==> src/design/usbsr_defs.svh <==
// Constants for the USB suspend and resume supervisor.
// Assumes one 100 MHz clock; included by bare name.
`ifndef USBSR_DEFS_SVH
`define USBSR_DEFS_SVH

// ----------------------------------------
// Pin counts and timing
// ----------------------------------------
`define USBSR_NUM_PINS     11
`define USBSR_CLK_NS       10
`define USBSR_WAKE_NS      2000
`define USBSR_WAKE_CYC     (`USBSR_WAKE_NS / `USBSR_CLK_NS)

`endif

==> src/design/usbsr_pkg.sv <==
// Types for the USB suspend and resume supervisor.
// Assumes the defs header supplies pin counts and timing; the state encodings are set here.
package usbsr_pkg;

	// ----------------------------------------
	// Supervisor states
	// ----------------------------------------
	typedef enum logic [3:0] {
		USBSR_ST_INIT    = 4'h1,
		USBSR_ST_ACTIVE  = 4'h2,
		USBSR_ST_SUSPEND = 4'h4,
		USBSR_ST_WAKE    = 4'h8
	} usbsr_state_t;

endpackage : usbsr_pkg

==> src/design/usbsr_top.sv <==
// Suspend and resume supervisor for a full-speed USB function.
// Assumes the USB core flags bus events as one-cycle pulses on clk,
// and that configuration bits are steady once cfg_loaded rises.
//
// Function
// - Suspend signalling from the host puts the device in suspend.
// - Entering suspend asserts both suspend indicators.
// - After reset the indicators stay asserted until configured and enumerated.
// - The active-high indicator is one in suspend and zero in normal mode.
// - Outside reset the second indicator is the complement of the first; in reset both are one.
// - Detected or self-generated resume signalling ends suspend.
// - A USB bus reset or a device reset ends suspend.
// - Enabled wakeup pins differing from their wake_match level end suspend.
// - During reset both indicator pins float with only a weak pull-up.
// - Each general-purpose pin can be a wakeup source with its own match level.
// - A mismatching enabled wakeup pin in suspend sends remote wakeup upstream when rwake_allowed is set; otherwise it ends suspend directly.
// - With remote wakeup enabled the host answers with resume, ending suspend.
// - Suspend-time pin level and drive type come from configuration on entry.
`timescale 1ns/1ps
`include "usbsr_defs.svh"
`default_nettype none

module usbsr_top
	import usbsr_pkg::*;
#(
	parameter int NPINS    = `USBSR_NUM_PINS,
	parameter int WAKE_CYC = `USBSR_WAKE_CYC
) (
	// Clock and reset
	input  wire logic             clk,
	input  wire logic             sys_rst,
	// Configuration and enumeration status
	input  wire logic             cfg_loaded,
	input  wire logic             enum_done,
	input  wire logic [NPINS-1:0] wake_en,
	input  wire logic [NPINS-1:0] wake_match,
	input  wire logic [NPINS-1:0] susp_level,
	input  wire logic [NPINS-1:0] susp_opendrain,
	// Bus events from the USB core, one-cycle pulses; rwake_allowed is a level
	input  wire logic             bus_suspend,
	input  wire logic             bus_resume,
	input  wire logic             bus_reset,
	input  wire logic             rwake_allowed,
	// General-purpose pins, asynchronous
	input  wire logic [NPINS-1:0] gp_pin_in,
	// Remote wakeup request to the transceiver
	output var  logic             rwake_drive,
	// Suspend indicators, enables low while driving
	output var  logic             susp_out,
	output var  logic             susp_oe_n,
	output var  logic             susp_n_out,
	output var  logic             susp_n_oe_n,
	// Suspend-time pin overrides
	output var  logic             pin_ovr,
	output var  logic [NPINS-1:0] pin_ovr_level,
	output var  logic [NPINS-1:0] pin_ovr_od,
	// Register port
	input  wire logic [1:0]       reg_addr,
	input  wire logic [7:0]       reg_wdata,
	input  wire logic             reg_wr,
	input  wire logic             reg_rd,
	output var  logic [7:0]       reg_rdata,
	output var  logic             irq
);

	// ----------------------------------------
	// Register map
	// ----------------------------------------
	localparam logic [1:0] A_STATUS = 2'h0;
	localparam logic [1:0] A_MASK   = 2'h1;
	localparam logic [1:0] A_STATE  = 2'h2;
	localparam int         CW       = $clog2(WAKE_CYC + 1);

	usbsr_state_t     state_reg;
	logic [NPINS-1:0] s1_reg;
	logic [NPINS-1:0] s2_reg;
	logic [NPINS-1:0] s3_reg;
	logic [NPINS-1:0] pins_reg;
	logic             mismatch;
	logic [CW-1:0]    wcnt_reg;
	logic             in_susp;
	logic [2:0]       ev_set;
	logic [2:0]       stat_reg;
	logic [2:0]       mask_reg;
	logic             rst_seen_reg;

	// ----------------------------------------
	// Wakeup pin synchroniser
	// ----------------------------------------
	// three stage sync
	always_ff @(posedge clk) begin
		s1_reg <= gp_pin_in;
		s2_reg <= s1_reg;
		s3_reg <= s2_reg;
	end

	// Per-pin filter: change accepted when stages two and three agree
	genvar gi;
	generate
		for (gi = 0; gi < NPINS; gi++) begin : g_pin
			always_ff @(posedge clk) begin
				if (sys_rst) begin
					pins_reg[gi] <= 1'b0;
				end else if (s2_reg[gi] == s3_reg[gi]) begin
					pins_reg[gi] <= s3_reg[gi];
				end
			end
		end
	endgenerate

	assign mismatch = |(wake_en & (pins_reg ^ wake_match));
	assign in_susp  = (state_reg == USBSR_ST_SUSPEND) ||
	                  (state_reg == USBSR_ST_WAKE);

	// ----------------------------------------
	// Supervisor state machine
	// ----------------------------------------
	always_ff @(posedge clk) begin
		if (sys_rst) begin
			state_reg <= USBSR_ST_INIT;
		end else begin
			case (state_reg)
				USBSR_ST_INIT: begin
					if (cfg_loaded && enum_done) begin
						state_reg <= USBSR_ST_ACTIVE;
					end
				end
				USBSR_ST_ACTIVE: begin
					if (bus_suspend) begin
						state_reg <= USBSR_ST_SUSPEND;
					end
				end
				USBSR_ST_SUSPEND: begin
					if (bus_resume || bus_reset) begin
						state_reg <= USBSR_ST_ACTIVE;
					end else if (mismatch && rwake_allowed) begin
						state_reg <= USBSR_ST_WAKE;
					end else if (mismatch) begin
						state_reg <= USBSR_ST_ACTIVE;
					end
				end
				USBSR_ST_WAKE: begin
					if (bus_resume || bus_reset ||
					    wcnt_reg == CW'(WAKE_CYC)) begin
						state_reg <= USBSR_ST_ACTIVE;
					end
				end
				default: state_reg <= USBSR_ST_INIT;
			endcase
		end
	end

	// Remote wakeup signalling duration
	always_ff @(posedge clk) begin
		if (sys_rst) begin
			wcnt_reg <= '0;
		end else if (state_reg == USBSR_ST_WAKE) begin
			wcnt_reg <= wcnt_reg + CW'(1);
		end else begin
			wcnt_reg <= '0;
		end
	end

	always_ff @(posedge clk) begin
		if (sys_rst) begin
			rwake_drive <= 1'b0;
		end else begin
			rwake_drive <= (state_reg == USBSR_ST_WAKE) &&
			               (wcnt_reg < CW'(WAKE_CYC - 1)) &&
			               !bus_resume && !bus_reset;
		end
	end

	// ----------------------------------------
	// Suspend indicators
	// ----------------------------------------
	always_ff @(posedge clk) begin
		if (sys_rst) begin
			susp_out    <= 1'b1;
			susp_n_out  <= 1'b1;
			susp_oe_n   <= 1'b1;
			susp_n_oe_n <= 1'b1;
		end else begin
			susp_out    <= (state_reg != USBSR_ST_ACTIVE);
			susp_n_out  <= (state_reg == USBSR_ST_ACTIVE);
			susp_oe_n   <= 1'b0;
			susp_n_oe_n <= 1'b0;
		end
	end

	always_ff @(posedge clk) begin
		if (sys_rst) begin
			pin_ovr       <= 1'b0;
			pin_ovr_level <= '0;
			pin_ovr_od    <= '0;
		end else begin
			pin_ovr <= in_susp;
			if (state_reg == USBSR_ST_ACTIVE && bus_suspend) begin
				pin_ovr_level <= susp_level;
				pin_ovr_od    <= susp_opendrain;
			end
		end
	end

	// ----------------------------------------
	// Interrupt status, read clears
	// ----------------------------------------
	// Bit 0 suspend entered, bit 1 left suspend, bit 2 wakeup sent
	assign ev_set[0] = (state_reg == USBSR_ST_ACTIVE) && bus_suspend;
	assign ev_set[1] = in_susp && !sys_rst &&
	                   (state_reg == USBSR_ST_SUSPEND ?
	                    (bus_resume || bus_reset || (mismatch &&
	                     !rwake_allowed)) :
	                    (bus_resume || bus_reset ||
	                     wcnt_reg == CW'(WAKE_CYC)));
	assign ev_set[2] = (state_reg == USBSR_ST_SUSPEND) && mismatch &&
	                   rwake_allowed && !bus_resume && !bus_reset;

	// Set wins over the read clear
	always_ff @(posedge clk) begin
		if (sys_rst) begin
			stat_reg <= '0;
		end else if (reg_rd && reg_addr == A_STATUS) begin
			stat_reg <= ev_set;
		end else begin
			stat_reg <= stat_reg | ev_set;
		end
	end

	always_ff @(posedge clk) begin
		if (sys_rst) begin
			mask_reg <= '0;
		end else if (reg_wr && reg_addr == A_MASK) begin
			mask_reg <= reg_wdata[2:0];
		end
	end

	always_ff @(posedge clk) begin
		if (sys_rst) begin
			irq <= 1'b0;
		end else begin
			irq <= |(stat_reg & mask_reg);
		end
	end

	always_ff @(posedge clk) begin
		if (sys_rst) begin
			reg_rdata <= '0;
		end else if (reg_rd) begin
			case (reg_addr)
				A_STATUS: reg_rdata <= {5'h00, stat_reg};
				A_MASK:   reg_rdata <= {5'h00, mask_reg};
				A_STATE:  reg_rdata <= {4'h0, state_reg};
				default:  reg_rdata <= 8'h00;
			endcase
		end else begin
			reg_rdata <= 8'h00;
		end
	end

	// ----------------------------------------
	// Checks
	// ----------------------------------------
	always_ff @(posedge clk) begin
		rst_seen_reg <= sys_rst;
	end
endmodule : usbsr_top

`default_nettype wire

==> config.mk <==
export PLATFORM = sky130hd
export DESIGN_NAME = usbsr_top
export DESIGN_NICKNAME = d
export VERILOG_FILES = /design/src/design/usbsr_pkg.sv /design/src/design/usbsr_top.sv
export VERILOG_INCLUDE_DIRS = /design/src /design/src/design
export SDC_FILE = /design/constraint.sdc
export NUM_CORES = 1
export LEC_CHECK = 0
export BUFFER_PORTS_ARGS = -buffer_cell sky130_fd_sc_hd__buf_2
export CAP_MARGIN = 20
export CORE_MARGIN = 2
export CORE_UTILIZATION = 45
export CTS_CLUSTER_DIAMETER = 30
export DETAILED_ROUTE_END_ITERATION = 10
export GPL_ROUTABILITY_DRIVEN = 0
export PLACE_DENSITY = 0.73
export SKIP_CTS_REPAIR_TIMING = 1
export SLEW_MARGIN = 15
export SYNTH_ARGS = -nofsm -noshare
export SYNTH_HDL_FRONTEND = slang
export SYNTH_SLANG_ARGS = --single-unit
==> constraint.sdc <==
create_clock -name clk -period 5.04 [get_ports clk]
set_clock_uncertainty 0.15 [all_clocks]
set_input_delay 1.008 -clock clk [delete_from_list [all_inputs] [get_ports clk]]
set_output_delay 1.008 -clock clk [all_outputs]
set_load 0.005 [all_outputs]
==> results.py, run 1 <==
metrics = {
    "outcome": {
        "status": "finished, final reports clean",
    },
    "pwr": {
        "power_w": 0.001441,
        "p_leak_nw": 1.725,
        "power_density_nw_per_um2": 362.6,
        "ir_drop_uv": 249.6,
    },
    "critical_path": {
        "critPathMaxFanout": 49,
        "slowest_delay_ns": 0.51,
        "cp_data_required_time_ns": 5.16,
        "path_class": "primary input to flip-flop",
        "cpMaxStageDelayCell": "or4_1",
        "rr_worst_depth": 5,
        "rr_endpoint": "pin_ovr_level[8]",
        "cp-startpoint": "sys_rst",
        "arrival_ns": 2.48,
        "end_kind": "flip-flop",
        "cp_cell_sequence": "buf_2 > nor2_1 > nand3_1 > or4_1 > o41ai_1",
        "r2r-start": "state_reg[1]",
        "regToRegSetupSlack_ns": 2.95,
        "crit_end": "state_reg[3]",
        "start_kind": "primary input",
    },
    "grt": {
        "grt_pass1_wl_um": 10380,
        "antenna_found_initial": 0,
        "track_usage_pct": 17.14,
        "grt_pass1_vias": 2420,
        "overflow": 0,
        "grt_max_degree": 50,
    },
    "detailed_routing": {
        "vias": 2612,
        "viasPerCell": 4.819,
        "drt_iter0_markers": 153,
        "avgRoutedWirePerCell_um": 11.85,
        "postRouteWirelength_um": 6424,
        "drc": 0,
        "drt_pass1_iterations": 4,
        "ant_nets": 0,
    },
    "yosys": {
        "synthTopCellsByArea": "dfxtp_1 58%, nand2_1 7.4%, a21oi_1 6.6%",
        "synth_seq_area_share_pct": 57.94,
        "synth_edf_count": 0,
        "synth.top_cells.by_count": "94 x dfxtp_1, 64 x nand2_1, 43 x a21oi_1",
        "synth_top_family_by_area": "simple AND/OR/NAND/NOR gates",
        "synth_seq_cells": 94,
        "synthXorXnorAreaFrac_pct": 4.584,
        "synth_mux_area_share_pct": 1.849,
        "synth-simple-area-share_pct": 16.49,
        "syn-mean-instance-area_um2": 9.442,
        "synth_area_um2": 3248,
        "synth_ff_type": "dfxtp_1",
        "synth_warnings": 0,
        "synth_compound_area_share_pct": 14.48,
        "yosysUniqueCellTypes": 44,
        "synthAdderAreaFrac_pct": 0.7704,
        "yosysTopAreaCell": "dfxtp_1",
        "synth.most_common_cell": "dfxtp_1",
        "synthArstFlopShare_pct": 0,
        "synth_top_area_share_pct": 57.94,
        "synth_cells": 344,
    },
    "cells_and_area": {
        "nNetsFinal": 518,
        "postLayoutCellArea_um2": 3975,
        "final_layout_size_suffix_gt1_share_pct": 27.58,
        "diodes": 0,
        "syn_to_final_growth_pct": 22.38,
    },
    "run": {
        "drv_cap": 0,
    },
    "timing": {
        "fmax_mhz": 423.1,
        "setup_viol": 0,
        "timing.slew.headroom_pct": 39.57,
        "finalMaxSlewViolations": 0,
        "min_period_ns": 2.363,
        "worstMarginPinSlew_ns": 0.9065,
        "hold_viol": 0,
        "finalSetupTns_ns": 0,
        "rsz0062_at_grt": "false",
        "finalCritPeriodShare_pct": 46.89,
    },
    "placed_design": {
        "hpwl_um": 4646,
        "portBuffers": 102,
        "place_area_um2": 3786,
    },
    "floorplanning": {
        "die-area_um2": 7914,
        "rows": 30,
        "core_area_um2": 6907,
        "die_x_um": 88.96,
        "fp.dieH_um": 88.96,
        "ios": 112,
        "start_util_pct": 47.03,
    },
    "cts": {
        "max-clock-path-buffers": 2,
        "clock-sinks": 94,
        "clk_latency_ns": 0.36,
        "cts.htree.levels": 3,
        "cts_tree": "built",
        "path_clk_slew_ns": 0.09,
        "clock_tree.root_cell": "clkbuf_8",
        "cts_made_buffers": 9,
    },
    "worst_hold_path": {
        "hold_class": "flip-flop to flip-flop",
        "holdPathStages": 0,
    },
}
==> stage by stage <==
step | cells | util, % | hold WS, ns | worst slack, ns
after floorplan | 347 | - | 0.1596 | 2.636
after global placement | 526 | 54.82 | 0.1601 | 2.292
after detailed placement | 526 | 54.82 | 0.1621 | 2.284
after CTS | 542 | 57.55 | 0.1850 | 2.677
after global routing | 542 | 57.55 | 0.1910 | 2.440
final | 542 | 57.55 | 0.1835 | 2.677
==> worst max-delay path, delay by kind of cell <==
| family | cells | cell delay, ns |
|---|---|---|
| buffers and inverters | 1 | 0.38 |
| AO/OA/AOI/OAI | 1 | 0.07 |
| AND/OR/NAND/NOR | 3 | 1.02 |
==> metal layers <==
layer / routed length (um) / vias to the layer above / part of all wire [%] / GRT usage (%)
met5: 0 / - / 0 / 0
met4: 87 / 0 / 1.4 / 5.834
met3: 424 / 10 / 6.6 / 6.187
met2: 3199 / 76 / 50 / 29.31
met1: 2712 / 1178 / 42 / 20.00
li1: - / 1348 / - / -
==> worst min-delay path by stage <==
stage	startpoint	to	slack, ns
after global routing	s1_reg[5]	s2_reg[5]	0.19
after floorplan	s1_reg[0]	s2_reg[0]	0.16
after detailed placement	s1_reg[2]	s2_reg[2]	0.16
after global placement	s1_reg[7]	s2_reg[7]	0.16
final	s1_reg[2]	s2_reg[2]	0.18
after CTS	s1_reg[2]	s2_reg[2]	0.19
==> kinds of logic (layout without fill, tap and decap cells) <==
| family | Yosys count | in the layout |
|---|---|---|
| simple gates | 122 | 122 |
| flops | 94 | 94 |
| compound gates | 78 | 78 |
| buf+inv | 24 | 123 |
| xor+xnor | 17 | 17 |
| mux | 6 | 6 |
| fa+ha+maj | 2 | 2 |
| other cells | 1 | 4 |
==> power breakdown <==
part	total (W)	switching, W	internal, W	leakage, nW
combinational	0.000162	0.0000837	0.0000779	0.852
sequential	0.000809	0.0000296	0.000780	0.774
clock	0.000471	0.000279	0.000192	0.0995
total	0.00144	0.000392	0.00105	1.73
==> cell type report <==
type | instances | area (um^2)
clock inverters | 7 | 65.06
clock buffers | 9 | 123.9
flip-flops and latches | 94 | 1882
inverters | 5 | 18.77
fillers | 667 | 2932
well taps | 96 | 120.1
repair buffers | 102 | 510.5
multi-input cells | 229 | 1255
==> layout by cell type, fill, tap and decap left out, drive strengths merged, types with 4 or more instances in the layout <==
| master | n |
|---|---|
| buf | 102 |
| dfxtp | 94 |
| nand2 | 64 |
| a21oi | 43 |
| nor2 | 27 |
| o21ai | 16 |
| xor2 | 14 |
| clkbuf | 9 |
| inv | 9 |
| mux2i | 6 |
| a22oi | 5 |
| nand2b | 5 |
| nand3 | 5 |
| conb | 4 |
Power figures use the tool's default switching activity.
==> run 2, diff against run 1 <==
- CORE_UTILIZATION: 45 -> 44
- PLACE_DENSITY: 0.73 -> 0.74
- clock period: 5.04 -> 2 ns (I/O delays scaled with it)
==> results.py, run 2 (synthesis gave the netlist of run 1 again) <==
metrics = {
    "outcome": {
        "status": "finished, final reports clean",
    },
    "grt": {
        "grt_max_degree": 38,
        "grt_pass1_vias": 2497,
        "antenna_found_initial": 0,
        "overflow": 0,
        "grt_pass1_wl_um": 10970,
        "track_usage_pct": 16.66,
    },
    "critical_path": {
        "critPathMaxFanout": 4,
        "path_class": "flip-flop to flip-flop",
        "cp_data_required_time_ns": 2.15,
        "arrival_ns": 2.01,
        "end_kind": "flip-flop",
        "start_kind": "flip-flop",
    },
    "detailed_routing": {
        "postRouteWirelength_um": 6534,
        "viasPerCell": 4.769,
        "drt_pass1_iterations": 4,
        "ant_nets": 0,
        "vias": 2685,
        "drc": 0,
        "drt_iter0_markers": 82,
        "avgRoutedWirePerCell_um": 11.61,
    },
    "cts": {
        "max-clock-path-buffers": 2,
        "cts.htree.levels": 3,
        "path_clk_slew_ns": 0.09,
        "cts_made_buffers": 9,
        "cts_tree": "built",
        "clk_latency_ns": 0.36,
        "clock_tree.root_cell": "clkbuf_8",
        "clock-sinks": 94,
    },
    "pwr": {
        "p_clk_share_pct": 30.1,
        "power_density_nw_per_um2": 872.4,
        "ir_drop_uv": 509.9,
        "p_comb_share_pct": 13.7,
        "sw_frac_of_total_pct": 26.34,
        "p_switching_w": 0.0009534,
        "p_seq_share_pct": 56.2,
        "p_leak_nw": 1.795,
        "power_w": 0.003619,
        "p_int_w": 0.002666,
    },
    "floorplanning": {
        "ios": 112,
        "die-area_um2": 8086,
        "rows": 31,
        "die_x_um": 89.92,
        "fp.dieH_um": 89.92,
        "start_util_pct": 45.02,
        "core_area_um2": 7214,
    },
    "timing": {
        "hold_viol": 0,
        "rsz0062_at_grt": "false",
        "finalCritPeriodShare_pct": 92.97,
        "finalMaxSlewViolations": 0,
        "fmax_mhz": 537.8,
        "worstMarginPinSlew_ns": 0.5722,
        "setup_viol": 0,
        "finalSetupTns_ns": 0,
        "min_period_ns": 1.859,
        "timing.slew.headroom_pct": 61.50,
    },
    "placed_design": {
        "hpwl_um": 4706,
        "portBuffers": 102,
        "dp.cells": 537,
    },
    "cells_and_area": {
        "diodes": 0,
        "stdcell_count": 563,
        "final_cell_mix": "102 x buf_2, 93 x dfxtp_1, 64 x nand2_1",
        "syn_to_final_growth_pct": 27.74,
        "final_layout_size_suffix_gt1_share_pct": 28.02,
        "nNetsFinal": 537,
        "final_common_cell": "buf_2",
    },
    "worst_hold_path": {
        "hold_class": "primary input to flip-flop",
    },
    "run": {
        "drv_cap": 0,
    },
}
## run 2: cell types whose count changed in the layout (fill, tap and decap cells not counted), sizes merged
| cell | before | now |
|---|---|---|
| clkinvlp | 0 | 3 |
| inv | 9 | 6 |
| clkbuf | 9 | 10 |
| buf | 102 | 110 |
| dlygate4sd3 | 0 | 11 |
| clkinv | 3 | 1 |
## run 2: final cells by class
type / count / area [um^2]
sequential: 94 / 1883
tap: 99 / 123.9
inverter: 5 / 18.77
clock buffer: 10 / 127.6
fill: 659 / 3065
clock inverter: 5 / 36.28
timing repair buffer: 121 / 693.2
multi-input combinational: 229 / 1266
## run 2: power groups by stage
stage	registers [W]	clock network (W)	logic, W
floorplan	0.00204	0	0.000311
global placement	0.00207	0	0.000442
detailed placement	0.00207	0	0.000461
CTS	0.00203	0.00112	0.000462
global route	0.00205	0.00120	0.000550
finish	0.00203	0.00109	0.000495
## run 2: metrics by stage
stage                     cell area, um^2  utilization, %  hold slack (ns)  setup WS [ns]
after floorplan                      3259               -           0.1596         0.1733
after global placement               3862           53.54           0.1610        0.06461
after detailed placement             3862           53.54           0.1621        0.01016
after CTS                            4026           55.81         -0.03043         0.1148
after global routing                 4149           57.51          0.09577        0.01928
final                                4149           57.51           0.1113         0.1405
## run 2: final timing paths
path                            depth (start not counted)  slack, ns       endpoint         startpoint
worst max register to register                          5       0.14   state_reg[1]       state_reg[2]
worst min register to register                          0       0.18      s2_reg[0]          s1_reg[0]
worst max-delay path                                    5       0.14   state_reg[1]       state_reg[2]
worst min-delay path                                    3       0.11  pin_ovr_od[1]  susp_opendrain[1]
## run 2: per-layer routing
metal	up-vias	global-route usage, %	wire (um)
met4	0	6.538	114
met5	-	0	0
li1	1385	-	-
met3	11	5.532	321
met2	60	28.16	3276
met1	1229	19.63	2821
## run 2: worst max-delay path: stages, from the launching register on
cell      delay, ns
dfxtp_1        0.34
or3b_1         0.42
a311oi_4       0.37
o21ai_2        0.11
o41ai_2        0.29
a31o_1         0.13
==> run 3, diff against run 2 <==
- CELL_PAD_IN_SITES_DETAIL_PLACEMENT: default -> 1
- CELL_PAD_IN_SITES_GLOBAL_PLACEMENT: default -> 1
- CORE_UTILIZATION: 44 -> 33
- PLACE_DENSITY: 0.74 -> default
- PLACE_DENSITY_LB_ADDON: default -> 0.1
- SLEW_MARGIN: 15 -> default
==> results.py, run 3 (synthesis gave the netlist of run 1 again) <==
metrics = {
    "cts": {
        "clock_tree.root_cell": "clkbuf_8",
        "cts_tree": "built",
        "max-clock-path-buffers": 2,
        "cts_made_buffers": 9,
        "cts.htree.levels": 3,
        "clk_latency_ns": 0.36,
        "clock-sinks": 94,
        "path_clk_slew_ns": 0.10,
    },
    "cells_and_area": {
        "diodes": 0,
        "nNetsFinal": 538,
        "final_cell_mix": "102 x buf_2, 94 x dfxtp_1, 64 x nand2_1",
        "final_layout_size_suffix_gt1_share_pct": 28.97,
        "syn_to_final_growth_pct": 30.86,
        "ff_latch_area_um2": 1882,
        "stdcell_count": 599,
        "multi_input_area_um2": 1285,
        "utilization_pct": 43.89,
        "n_fill_cell": 1156,
        "final_common_cell": "buf_2",
    },
    "floorplanning": {
        "rows": 36,
        "fp.dieH_um": 103.2,
        "die_x_um": 103.2,
        "die-area_um2": 10650,
        "ios": 112,
        "start_util_pct": 33.54,
        "core_area_um2": 9684,
    },
    "critical_path": {
        "cpMaxStageDelayCell": "or3b_1",
        "critPathMaxFanout": 5,
        "path_buf_inv": 0,
        "cp_data_required_time_ns": 2.15,
        "regToRegSetupSlack_ns": 0.07,
        "arrival_ns": 2.08,
        "path_class": "flip-flop to flip-flop",
        "start_kind": "flip-flop",
        "end_kind": "flip-flop",
        "cp_cell_sequence": "or3b_1 > a311oi_4 > o21ai_2 > o41ai_2 > a31o_1",
        "slowest_delay_ns": 0.41,
        "crit_family": "compound AO/OA/AOI/OAI gates",
    },
    "placed_design": {
        "hpwl_um": 5580,
        "dp.cells": 572,
        "portBuffers": 102,
    },
    "detailed_routing": {
        "viasPerCell": 4.583,
        "avgRoutedWirePerCell_um": 12.75,
        "ant_nets": 0,
        "vias": 2745,
        "drc": 0,
        "postRouteWirelength_um": 7636,
        "drt_pass1_iterations": 4,
        "drt_iter0_markers": 51,
    },
    "timing": {
        "worstMarginPinSlew_ns": 0.4929,
        "finalMaxSlewViolations": 0,
        "fmax_mhz": 518.6,
        "hold_viol": 0,
        "hold_ws_ns": 0.09981,
        "setup_viol": 0,
        "finalSetupTns_ns": 0,
        "min_period_ns": 1.928,
        "timing.slew.headroom_pct": 66.84,
        "finalCritPeriodShare_pct": 96.41,
    },
    "worst_hold_path": {
        "hold_class": "primary input to flip-flop",
    },
    "pwr": {
        "power_density_nw_per_um2": 882.7,
        "ir_drop_uv": 466.4,
        "p_leak_nw": 1.823,
    },
    "grt": {
        "grt_pass1_vias": 2578,
        "track_usage_pct": 14.57,
        "antenna_found_initial": 0,
        "grt_max_degree": 31,
        "overflow": 0,
        "grt_pass1_wl_um": 12030,
    },
    "outcome": {
        "status": "finished, final reports clean",
    },
    "run": {
        "drv_cap": 0,
    },
}
run 3: cell types whose count changed in the layout (fill, tap and decap cells not counted), sizes merged:
cell      before  now
inv            6    8
clkinv         1    2
clkinvlp       3    2
buf          110  111
clkbuf        10    9
run 3: area by class of cell:
type / count / share of cell area (%)
Inverter: 5 / 0.4416
Timing Repair Buffer: 122 / 16.49
Tap cell: 133 / 3.915
Clock buffer: 9 / 2.914
Clock inverter: 7 / 1.737
Sequential cell: 94 / 44.27
Multi-Input combinational cell: 229 / 30.23
run 3: worst reg2reg max path: cells and delay by family (launching register included):
kind / cells / cell delay, ns
compound gates: 4 / 0.93
simple gates: 1 / 0.41
flops: 1 / 0.40
run 3: through the flow:
stage	total power [W]	cell area (um^2)	setup slack, ns
6_report	0.003752	4250	0.07187
5_1_grt	0.003966	4250	-0.02538
4_1_cts	0.003777	4110	0.04551
3_5_place_dp	0.002537	3913	-0.06464
3_3_place_gp	0.002518	3913	-0.01465
2_1_floorplan	0.002355	3259	0.1733
run 3: worst paths after layout:
kind                            cells past startpoint          from           end
worst max register to register                      5  state_reg[1]  state_reg[1]
worst max-delay path                                5  state_reg[1]  state_reg[1]
worst min-delay path                                1       sys_rst   susp_n_oe_n
worst min register to register                      0     s1_reg[1]     s2_reg[1]
run 3: routing by layer:
metal  vias up  track usage [%]  share of wire [%]
met1      1300            17.96                 43
met5         -                0                  0
met3         6            3.629                4.1
met4         0            4.858                1.1
li1       1383                -                  -
met2        56            24.98                 52
run 3: report_power, final:
group / switching (W) / internal [W] / total, W
sequential: 0.0000703 / 0.00196 / 0.00204
clock: 0.000731 / 0.000490 / 0.00122
combinational: 0.000251 / 0.000245 / 0.000496
total: 0.00105 / 0.00270 / 0.00375
